$ cat src/core/cms_pkg.sv
// ************************************************************
// converter mode and supply check constants
// ************************************************************
package cms_pkg;

  // ************************************************************
  // bus geometry
  // ************************************************************
  localparam int CMS_AW = 8;   // register index width
  localparam int CMS_DW = 16;  // register data width

  // ************************************************************
  // register offsets (plain port, printed offsets used directly)
  // ************************************************************
  localparam logic [7:0] CMS_ADDR_ACTIVE   = 8'hb1;  // converter_active_select
  localparam logic [7:0] CMS_ADDR_SLEEP    = 8'hb2;  // converter_sleep_select
  localparam logic [7:0] CMS_ADDR_SUPPLY   = 8'hb3;  // supply_check_comparator
  localparam logic [7:0] CMS_ADDR_IRQ_STAT = 8'hc0;  // sticky event status
  localparam logic [7:0] CMS_ADDR_IRQ_MASK = 8'hc1;  // interrupt enables

  // ************************************************************
  // field positions
  // ************************************************************
  localparam int CMS_ACT_CONV3_BIT  = 2;   // conv3_active_sel
  localparam int CMS_ACT_CONV1_BIT  = 0;   // conv1_active_sel
  localparam int CMS_SLP_CONV6_BIT  = 5;   // conv6_sleep_ldo
  localparam int CMS_SLP_CONV4_BIT  = 4 - 1;  // conv4_sleep_ldo, bit 3
  localparam int CMS_SLP_CONV3_BIT  = 2;   // conv3_sleep_ldo
  localparam int CMS_SLP_CONV1_BIT  = 0;   // conv1_sleep_ldo
  localparam int CMS_SUP_ACTION_BIT = 14;  // low_supply_action
  localparam int CMS_SUP_HIB_BIT    = 12;  // comparator_hibernate_use
  localparam int CMS_SUP_OFF_LSB    = 4;   // turn_off_threshold, bits 6:4
  localparam int CMS_SUP_ON_LSB     = 0;   // turn_on_threshold, bits 2:0
  localparam int CMS_THR_W          = 3;   // threshold code width
  localparam int CMS_IRQ_W          = 2;   // number of event bits
  localparam int CMS_IRQ_CRIT_BIT   = 0;   // critical supply event
  localparam int CMS_IRQ_LOCK_BIT   = 1;   // locked threshold write event

  // ************************************************************
  // reset values
  // ************************************************************
  localparam logic                 CMS_ACT_RST     = 1'b1;  // active mode
  localparam logic                 CMS_SLP_RST     = 1'b0;  // normal switching
  localparam logic                 CMS_ACTION_RST  = 1'b0;  // interrupt only
  localparam logic                 CMS_HIB_RST     = 1'b0;  // comparator unused
  localparam logic [CMS_THR_W-1:0] CMS_OFF_THR_RST = 3'h2;  // 3.1 V
  localparam logic [CMS_THR_W-1:0] CMS_ON_THR_RST  = 3'h5;  // 3.4 V
  localparam logic [CMS_IRQ_W-1:0] CMS_MASK_RST    = 2'h0;  // all masked

endpackage

$ cat src/core/cms_regs.sv
`timescale 1ns/1ps
// What this block does
// - converter active bits: 0 standby, 1 active
// - converter sleep bits: 1 selects LDO in sleep
// - state machine reset restores mode and action fields
// - low supply: interrupt, plus shutdown if action set
// - hibernate bit keeps comparator running in hibernate
// - turn-off threshold bits 6:4, default 010
// - turn-on threshold bits 2:0, default 101
// - thresholds writable only with key unlocked
module cms_regs (
  input  wire logic                          i_mclk,                // 250 MHz block clock
  input  wire logic                          i_srst,                // synchronous reset, active high
  input  wire logic [cms_pkg::CMS_AW-1:0]    i_addr,                // register index
  input  wire logic [cms_pkg::CMS_DW-1:0]    i_wdata,               // write data
  input  wire logic                          i_wr,                  // write strobe
  input  wire logic                          i_rd,                  // read strobe
  output logic      [cms_pkg::CMS_DW-1:0]    o_rdata,               // read data, cycle after i_rd
  input  wire logic                          i_sm_reset,            // power state machine reset pulse
  input  wire logic                          i_key_unlocked,        // security key state
  input  wire logic                          i_hibernate,           // power state is hibernate
  input  wire logic                          i_supply_low,          // comparator: below turn-off level
  output logic                               o_conv1_active_sel,    // converter 1 active mode
  output logic                               o_conv3_active_sel,    // converter 3 active mode
  output logic                               o_conv1_sleep_ldo,     // converter 1 LDO in sleep
  output logic                               o_conv3_sleep_ldo,     // converter 3 LDO in sleep
  output logic                               o_conv4_sleep_ldo,     // converter 4 LDO in sleep
  output logic                               o_conv6_sleep_ldo,     // converter 6 LDO in sleep
  output logic      [cms_pkg::CMS_THR_W-1:0] o_turn_off_threshold,  // critical level code
  output logic      [cms_pkg::CMS_THR_W-1:0] o_turn_on_threshold,   // turn-on level code
  output logic                               o_comp_enable,         // comparator powered
  output logic                               o_hard_shutdown,       // one cycle shutdown request
  output logic                               o_irq                  // level interrupt
);
  import cms_pkg::*;

  // ************************************************************
  // state
  // ************************************************************
  typedef struct packed {
    logic                 conv1_act;   // conv1_active_sel
    logic                 conv3_act;   // conv3_active_sel
    logic                 conv1_slp;   // conv1_sleep_ldo
    logic                 conv3_slp;   // conv3_sleep_ldo
    logic                 conv4_slp;   // conv4_sleep_ldo
    logic                 conv6_slp;   // conv6_sleep_ldo
    logic                 action;      // low_supply_action
    logic                 hib_use;     // comparator_hibernate_use
    logic [CMS_THR_W-1:0] off_thr;     // turn_off_threshold
    logic [CMS_THR_W-1:0] on_thr;      // turn_on_threshold
    logic [CMS_IRQ_W-1:0] mask;        // interrupt enables
    logic                 low_prev;    // last synchronised supply level
    logic                 comp_en;     // comparator enable output
    logic                 shutdown;    // shutdown pulse output
    logic [CMS_DW-1:0]    rdata;       // read data output
  } cms_state_t;

  cms_state_t           st_q;       // registered state
  cms_state_t           st_d;       // next state
  logic                 low_sync;   // synchronised comparator level
  logic                 crit_evt;   // supply just fell below turn-off
  logic                 lock_evt;   // threshold write refused
  logic                 stat_clr;   // status register read
  logic [CMS_IRQ_W-1:0] evt;        // event vector
  logic [CMS_IRQ_W-1:0] flags;      // sticky status
  logic                 wr_act;     // write to active register
  logic                 wr_slp;     // write to sleep register
  logic                 wr_sup;     // write to supply register

  // ************************************************************
  // comparator input crossing
  // ************************************************************
  // the comparator is analog, so its level is asynchronous
  cms_sync2 u_low_sync (
    .i_mclk  (i_mclk),
    .i_srst  (i_srst),
    .i_async (i_supply_low),
    .o_sync  (low_sync)
  );

  // ************************************************************
  // decode and events
  // ************************************************************
  assign wr_act   = i_wr && (i_addr == CMS_ADDR_ACTIVE);
  assign wr_slp   = i_wr && (i_addr == CMS_ADDR_SLEEP);
  assign wr_sup   = i_wr && (i_addr == CMS_ADDR_SUPPLY);
  assign stat_clr = i_rd && (i_addr == CMS_ADDR_IRQ_STAT);

  // only a falling supply seen while the comparator runs counts
  assign crit_evt = low_sync && !st_q.low_prev && st_q.comp_en;
  // any write to the supply register while locked is flagged
  assign lock_evt = wr_sup && !i_key_unlocked;

  always_comb begin
    evt                   = '0;
    evt[CMS_IRQ_CRIT_BIT] = crit_evt;
    evt[CMS_IRQ_LOCK_BIT] = lock_evt;
  end

  // ************************************************************
  // sticky status bits, cleared by reading them
  // ************************************************************
  for (genvar g = 0; g < CMS_IRQ_W; g++) begin : g_flag
    cms_sticky u_flag (
      .i_mclk (i_mclk),
      .i_srst (i_srst),
      .i_set  (evt[g]),
      .i_clr  (stat_clr),
      .o_flag (flags[g])
    );
  end

  // level interrupt while any enabled flag is held
  assign o_irq = |(flags & st_q.mask);

  // ************************************************************
  // next state
  // ************************************************************
  always_comb begin
    st_d          = st_q;
    st_d.rdata    = '0;
    st_d.shutdown = 1'b0;
    st_d.low_prev = low_sync;

    // comparator runs outside hibernate, or inside it on request
    st_d.comp_en = !i_hibernate || st_q.hib_use;

    // shutdown only when the action bit asks for it
    if (crit_evt && st_q.action) begin
      st_d.shutdown = 1'b1;
    end

    // active register: only bits 2 and 0 live here
    if (wr_act) begin
      st_d.conv3_act = i_wdata[CMS_ACT_CONV3_BIT];
      st_d.conv1_act = i_wdata[CMS_ACT_CONV1_BIT];
    end

    // sleep register: four LDO selects
    if (wr_slp) begin
      st_d.conv6_slp = i_wdata[CMS_SLP_CONV6_BIT];
      st_d.conv4_slp = i_wdata[CMS_SLP_CONV4_BIT];
      st_d.conv3_slp = i_wdata[CMS_SLP_CONV3_BIT];
      st_d.conv1_slp = i_wdata[CMS_SLP_CONV1_BIT];
    end

    // supply register: action and hibernate bits are always open
    if (wr_sup) begin
      st_d.action  = i_wdata[CMS_SUP_ACTION_BIT];
      st_d.hib_use = i_wdata[CMS_SUP_HIB_BIT];
      // codes step 0.1 V from 2.9 V; a locked write leaves them alone
      if (i_key_unlocked) begin
        st_d.off_thr = i_wdata[CMS_SUP_OFF_LSB +: CMS_THR_W];
        st_d.on_thr  = i_wdata[CMS_SUP_ON_LSB +: CMS_THR_W];
      end
    end

    // interrupt mask
    if (i_wr && (i_addr == CMS_ADDR_IRQ_MASK)) begin
      st_d.mask = i_wdata[CMS_IRQ_W-1:0];
    end

    // state machine reset beats a write in the same cycle
    if (i_sm_reset) begin
      st_d.conv1_act = CMS_ACT_RST;
      st_d.conv3_act = CMS_ACT_RST;
      st_d.conv1_slp = CMS_SLP_RST;
      st_d.conv3_slp = CMS_SLP_RST;
      st_d.conv4_slp = CMS_SLP_RST;
      st_d.conv6_slp = CMS_SLP_RST;
      st_d.action    = CMS_ACTION_RST;
    end

    // read data, valid only in the cycle after the strobe
    if (i_rd) begin
      case (i_addr)
        CMS_ADDR_ACTIVE: begin
          st_d.rdata[CMS_ACT_CONV3_BIT] = st_q.conv3_act;
          st_d.rdata[CMS_ACT_CONV1_BIT] = st_q.conv1_act;
        end
        CMS_ADDR_SLEEP: begin
          st_d.rdata[CMS_SLP_CONV6_BIT] = st_q.conv6_slp;
          st_d.rdata[CMS_SLP_CONV4_BIT] = st_q.conv4_slp;
          st_d.rdata[CMS_SLP_CONV3_BIT] = st_q.conv3_slp;
          st_d.rdata[CMS_SLP_CONV1_BIT] = st_q.conv1_slp;
        end
        CMS_ADDR_SUPPLY: begin
          st_d.rdata[CMS_SUP_ACTION_BIT]             = st_q.action;
          st_d.rdata[CMS_SUP_HIB_BIT]                = st_q.hib_use;
          st_d.rdata[CMS_SUP_OFF_LSB +: CMS_THR_W]   = st_q.off_thr;
          st_d.rdata[CMS_SUP_ON_LSB +: CMS_THR_W]    = st_q.on_thr;
        end
        CMS_ADDR_IRQ_STAT: begin
          st_d.rdata[CMS_IRQ_W-1:0] = flags;
        end
        CMS_ADDR_IRQ_MASK: begin
          st_d.rdata[CMS_IRQ_W-1:0] = st_q.mask;
        end
        default: begin
          st_d.rdata = '0;  // unmapped reads as zero
        end
      endcase
    end

    // bank reset: every field to its default
    if (i_srst) begin
      st_d           = '0;
      st_d.conv1_act = CMS_ACT_RST;
      st_d.conv3_act = CMS_ACT_RST;
      st_d.conv1_slp = CMS_SLP_RST;
      st_d.conv3_slp = CMS_SLP_RST;
      st_d.conv4_slp = CMS_SLP_RST;
      st_d.conv6_slp = CMS_SLP_RST;
      st_d.action    = CMS_ACTION_RST;
      st_d.hib_use   = CMS_HIB_RST;
      st_d.off_thr   = CMS_OFF_THR_RST;
      st_d.on_thr    = CMS_ON_THR_RST;
      st_d.mask      = CMS_MASK_RST;
      st_d.comp_en   = 1'b1;
    end
  end

  // single state register
  always_ff @(posedge i_mclk) begin
    st_q <= st_d;
  end

  // ************************************************************
  // outputs, all from flops except the interrupt
  // ************************************************************
  assign o_rdata              = st_q.rdata;
  assign o_conv1_active_sel   = st_q.conv1_act;
  assign o_conv3_active_sel   = st_q.conv3_act;
  assign o_conv1_sleep_ldo    = st_q.conv1_slp;
  assign o_conv3_sleep_ldo    = st_q.conv3_slp;
  assign o_conv4_sleep_ldo    = st_q.conv4_slp;
  assign o_conv6_sleep_ldo    = st_q.conv6_slp;
  assign o_turn_off_threshold = st_q.off_thr;
  assign o_turn_on_threshold  = st_q.on_thr;
  assign o_comp_enable        = st_q.comp_en;
  assign o_hard_shutdown      = st_q.shutdown;
endmodule

$ cat src/core/cms_sync2.sv
`timescale 1ns/1ps
// ************************************************************
// two flop level synchroniser
// ************************************************************
module cms_sync2 (
  input  wire logic i_mclk,   // block clock
  input  wire logic i_srst,   // synchronous reset, active high
  input  wire logic i_async,  // level from outside the clock domain
  output logic      o_sync    // level safe to use
);
  import cms_pkg::*;

  // first stage is only read by the second stage
  typedef struct packed {
    logic meta;  // first stage, may go metastable
    logic sync;  // second stage, safe
  } cms_sync_t;

  cms_sync_t st_q;  // registered state
  cms_sync_t st_d;  // next state

  // next state: shift the level along the chain
  always_comb begin
    st_d      = st_q;
    st_d.meta = i_async;
    st_d.sync = st_q.meta;
    if (i_srst) begin
      st_d = '0;
    end
  end

  // single state register
  always_ff @(posedge i_mclk) begin
    st_q <= st_d;
  end

  assign o_sync = st_q.sync;

endmodule

$ cat src/core/cms_sticky.sv
`timescale 1ns/1ps
// ************************************************************
// sticky event flag, set beats clear
// ************************************************************
module cms_sticky (
  input  wire logic i_mclk,  // block clock
  input  wire logic i_srst,  // synchronous reset, active high
  input  wire logic i_set,   // event pulse
  input  wire logic i_clr,   // clear pulse (status read)
  output logic      o_flag   // sticky flag
);
  import cms_pkg::*;

  typedef struct packed {
    logic flag;  // held event
  } cms_flag_t;

  cms_flag_t st_q;  // registered state
  cms_flag_t st_d;  // next state

  // a set in the clearing cycle survives, so no event is lost
  always_comb begin
    st_d = st_q;
    if (i_set) begin
      st_d.flag = 1'b1;
    end else if (i_clr) begin
      st_d.flag = 1'b0;
    end
    if (i_srst) begin
      st_d = '0;
    end
  end

  // single state register
  always_ff @(posedge i_mclk) begin
    st_q <= st_d;
  end

  assign o_flag = st_q.flag;

endmodule

$ cat config.mk
export PLATFORM = sky130hd
export DESIGN_NAME = cms_regs
export DESIGN_NICKNAME = d
export VERILOG_FILES = /design/src/core/cms_pkg.sv /design/src/core/cms_regs.sv /design/src/core/cms_sync2.sv /design/src/core/cms_sticky.sv
export SDC_FILE = /design/constraint.sdc
export NUM_CORES = 1
export LEC_CHECK = 0
export BUFFER_PORTS_ARGS = -buffer_cell sky130_fd_sc_hd__buf_2
export CORE_ASPECT_RATIO = 2
export CORE_UTILIZATION = 50
export DETAILED_ROUTE_END_ITERATION = 8
export GPL_TIMING_DRIVEN = 0
export PLACE_DENSITY = 0.83
export SYNTH_ARGS = -nofsm -noshare
export SYNTH_HDL_FRONTEND = slang
export SYNTH_HIERARCHICAL = 1
export SYNTH_SLANG_ARGS = --single-unit
$ cat constraint.sdc
create_clock -name i_mclk -period 1.65 [get_ports i_mclk]
set_input_delay 0 -clock i_mclk [delete_from_list [all_inputs] [get_ports i_mclk]]
set_output_delay 0 -clock i_mclk [all_outputs]
set_load 0.1 [all_outputs]
==> flow_summary.json <==
{
  "final_cell_area_um2": 1980,
  "p_leak_uw": 0.000953,
  "ctsHoldBuffers": 12,
  "cp-end-kind": "output port",
  "startpoint": "g_flag[0].u_flag/o_flag",
  "p_int_uw": 1140,
  "cts-resized-gates": 0,
  "start_kind": "flip-flop",
  "placed_cells": 242,
  "synthAdderAreaFrac_pct": 0,
  "syn_to_final_growth_pct": 33.0,
  "grt_max_degree": 11,
  "dp_hpwl_mm": 2.39,
  "grt_usage_pct": 23.1,
  "worstHoldPathType": "in -> reg",
  "clk_pin_slew_worst_paths_ns": 0.06,
  "die_area_um2": 3210,
  "worstMarginPinSlew_ns": 0.626,
  "reg2reg_from": "o_conv3_sleep_ldo",
  "root_buffer": "clkbuf_8",
  "wirelength_mm": 3.29,
  "combPwrFrac_pct": 14.2,
  "setup_viol": 0,
  "drc_errors": 0,
  "finalNonFillerCells": 261,
  "switching_power_uw": 420,
  "min_period_ns": 1.24,
  "yosysTopAreaCellShare_pct": 43.0,
  "vias_per_cell": 4.96,
  "slew_viol_final": 0,
  "vdd_drop_max_mv": 0.698,
  "cp_max_fo": 3,
  "vias": 1294,
  "cts_tree": "yes",
  "pin_count": 63,
  "synth_top_family_by_area": "simple AND/OR/NAND/NOR gates",
  "skew_ns": 0.00350,
  "syn_area_per_cell_um2": 9.31,
  "syn_inst": 160,
  "final_core_util_pct": 70.6,
  "wl_per_cell_um": 12.6,
  "dr.pass1.iters": 5,
  "fillers": 242,
  "antenna_found_initial": 0,
  "dr.first_iter.drc_count": 27,
  "worst_ep_required_time_ns": 1.65,
  "hold_viol_final": 0,
  "setup_tns_ns": 0,
  "ant_nets": 0,
  "initial_core_util_pct": 53.1,
  "final_common_cell": "buf_2",
  "clock-sinks": 32,
  "gp_congestion": 0.904,
  "synth_mux_area_share_pct": 8.82,
  "placed_area_um2": 1780,
  "layout_common_cells": "50 x buf_2, 32 x dfxtp_1, 22 x buf_4, 18 x nor2_1",
  "diodes": 0,
  "yosysWarnings": 6,
  "status": "completed",
  "synth_area_leaders": "dfxtp_1 43%, buf_4 11%, mux2i_1 8.1%, nor2_1 4.5%, nor3_1 3.4%",
  "total_power_uw": 1560,
  "die_x_um": 40.6,
  "syn_area_um2": 1490,
  "yosysTopAreaCell": "dfxtp_1",
  "synth_compound_area_share_pct": 7.90,
  "rows": 27,
  "grt_pass1_vias": 1181,
  "nNetsFinal": 264,
  "synth_cell_type_count": 41,
  "synth_xor_area_share_pct": 0,
  "io_buffers": 47,
  "crit_type": "reg -> out",
  "drive_gt1_share_pct": 37.9,
  "clk_path_buf_depth": 2,
  "cts-htree-levels": 2,
  "cts_setup_buffers": 0,
  "yosysSeqAreaShare_pct": 43.0,
  "max_freq_mhz": 808,
  "cap_viol_max_count": 0,
  "grt_pass1_wl_mm": 5.02,
  "synth_seq_cells": 32,
  "hp-start": "i_srst",
  "core_area_um2": 2800,
  "p_seq_share_pct": 50.1,
  "grt_overflow_total": 0,
  "die_h_um": 79.2,
  "power.density_nw_per_um2": 787,
  "switching_share_pct": 26.9,
  "rsz0062_at_grt": "false",
  "pwr-share-clk_pct": 35.6,
  "clock_latency_ns": 0.28,
  "cts_made_buffers": 5,
  "worstPathArrival_ns": 1.24,
  "maxSlewHeadroom_pct": 58.0,
  "synthSimpleGateAreaFrac_pct": 26.6,
  "min_period_over_period_pct": 75.0
}
==> power groups by stage <==
| stage | combinational, uW | clock (uW) | sequential, uW |
|---|---|---|---|
| 3_3_place_gp | 196 | 0 | 798 |
| 2_1_floorplan | 130 | 0 | 807 |
| 6_report | 222 | 556 | 781 |
| 5_1_grt | 234 | 607 | 782 |
| 4_1_cts | 220 | 561 | 781 |
| 3_5_place_dp | 198 | 0 | 798 |
==> worst paths after layout <==
path / to / slack, ns / cells past startpoint
setup / recovery: o_irq / 0.41 / 2
hold / removal: g_flag[1].u_flag/o_flag / 0.004 / 2
setup reg to reg: o_rdata[2] / 0.71 / 3
hold reg to reg: u_low_sync/o_sync / 0.45 / 1
==> kinds of logic (layout without fill, tap and decap cells) <==
family | count (synthesis) | after routing
compound gates | 18 | 18
other cells | 1 | 7
buf+inv | 30 | 96
flops | 32 | 32
mux | 13 | 13
simple gates | 66 | 66
==> layer usage <==
metal	vias to the layer above	share of wire [%]	GRT usage, %
met5	-	0	0
met4	0	3.2	12.0
met3	11	4.0	6.70
met2	39	57	39.8
met1	579	36	22.4
li1	665	-	-
==> stage by stage <==
stage          setup slack, ns  hold WS [ns]
3_3_place_gp             0.377         0.199
3_5_place_dp             0.342         0.210
5_1_grt                  0.386       0.00994
4_1_cts                  0.404       0.00223
6_report                 0.413       0.00401
2_1_floorplan            0.137        0.0624
==> cell usage after synthesis, drive strengths merged <==
master,count
o21ai,3
a21oi,9
a21boi,1
and3,1
nand2,10
nor3b,2
nor2b,3
o2111a,1
mux2,1
and4bb,1
nor3,10
and4b,1
o22ai,1
nor4b,1
nand2b,2
or2,1
nand3,2
nand3b,2
a22o,1
dfxtp,32
conb,1
o22a,1
mux2i,12
buf,26
nand4,2
inv,3
and4,1
clkbuf,1
a22oi,1
nand4b,2
nor4,2
nor2,18
and2b,1
and2,4
==> worst max-delay path: stages, from the launching register on <==
cell	delay, ns
dfxtp_1	0.38
a22o_1	0.15
buf_2	0.42
==> state kept, by name (all words and copies together) (netlist names), 2 cells and up <==
register              cells
o_rdata                   9
st_q                      5
o_turn_off_threshold      3
o_turn_on_threshold       3
g_flag.u_flag/o_flag      2
==> final cells by class <==
type,instances,area [um^2],area share (%)
Buffer,27,188,9.48
Tap cell,29,36.3,1.83
Sequential cell,32,641,32.3
Inverter,3,11.3,0.569
Timing Repair Buffer,59,355,17.9
Multi-Input combinational cell,104,672,33.9
Clock buffer,6,72.6,3.66
Clock inverter,1,5.00,0.253
Power figures use the tool's default switching activity.
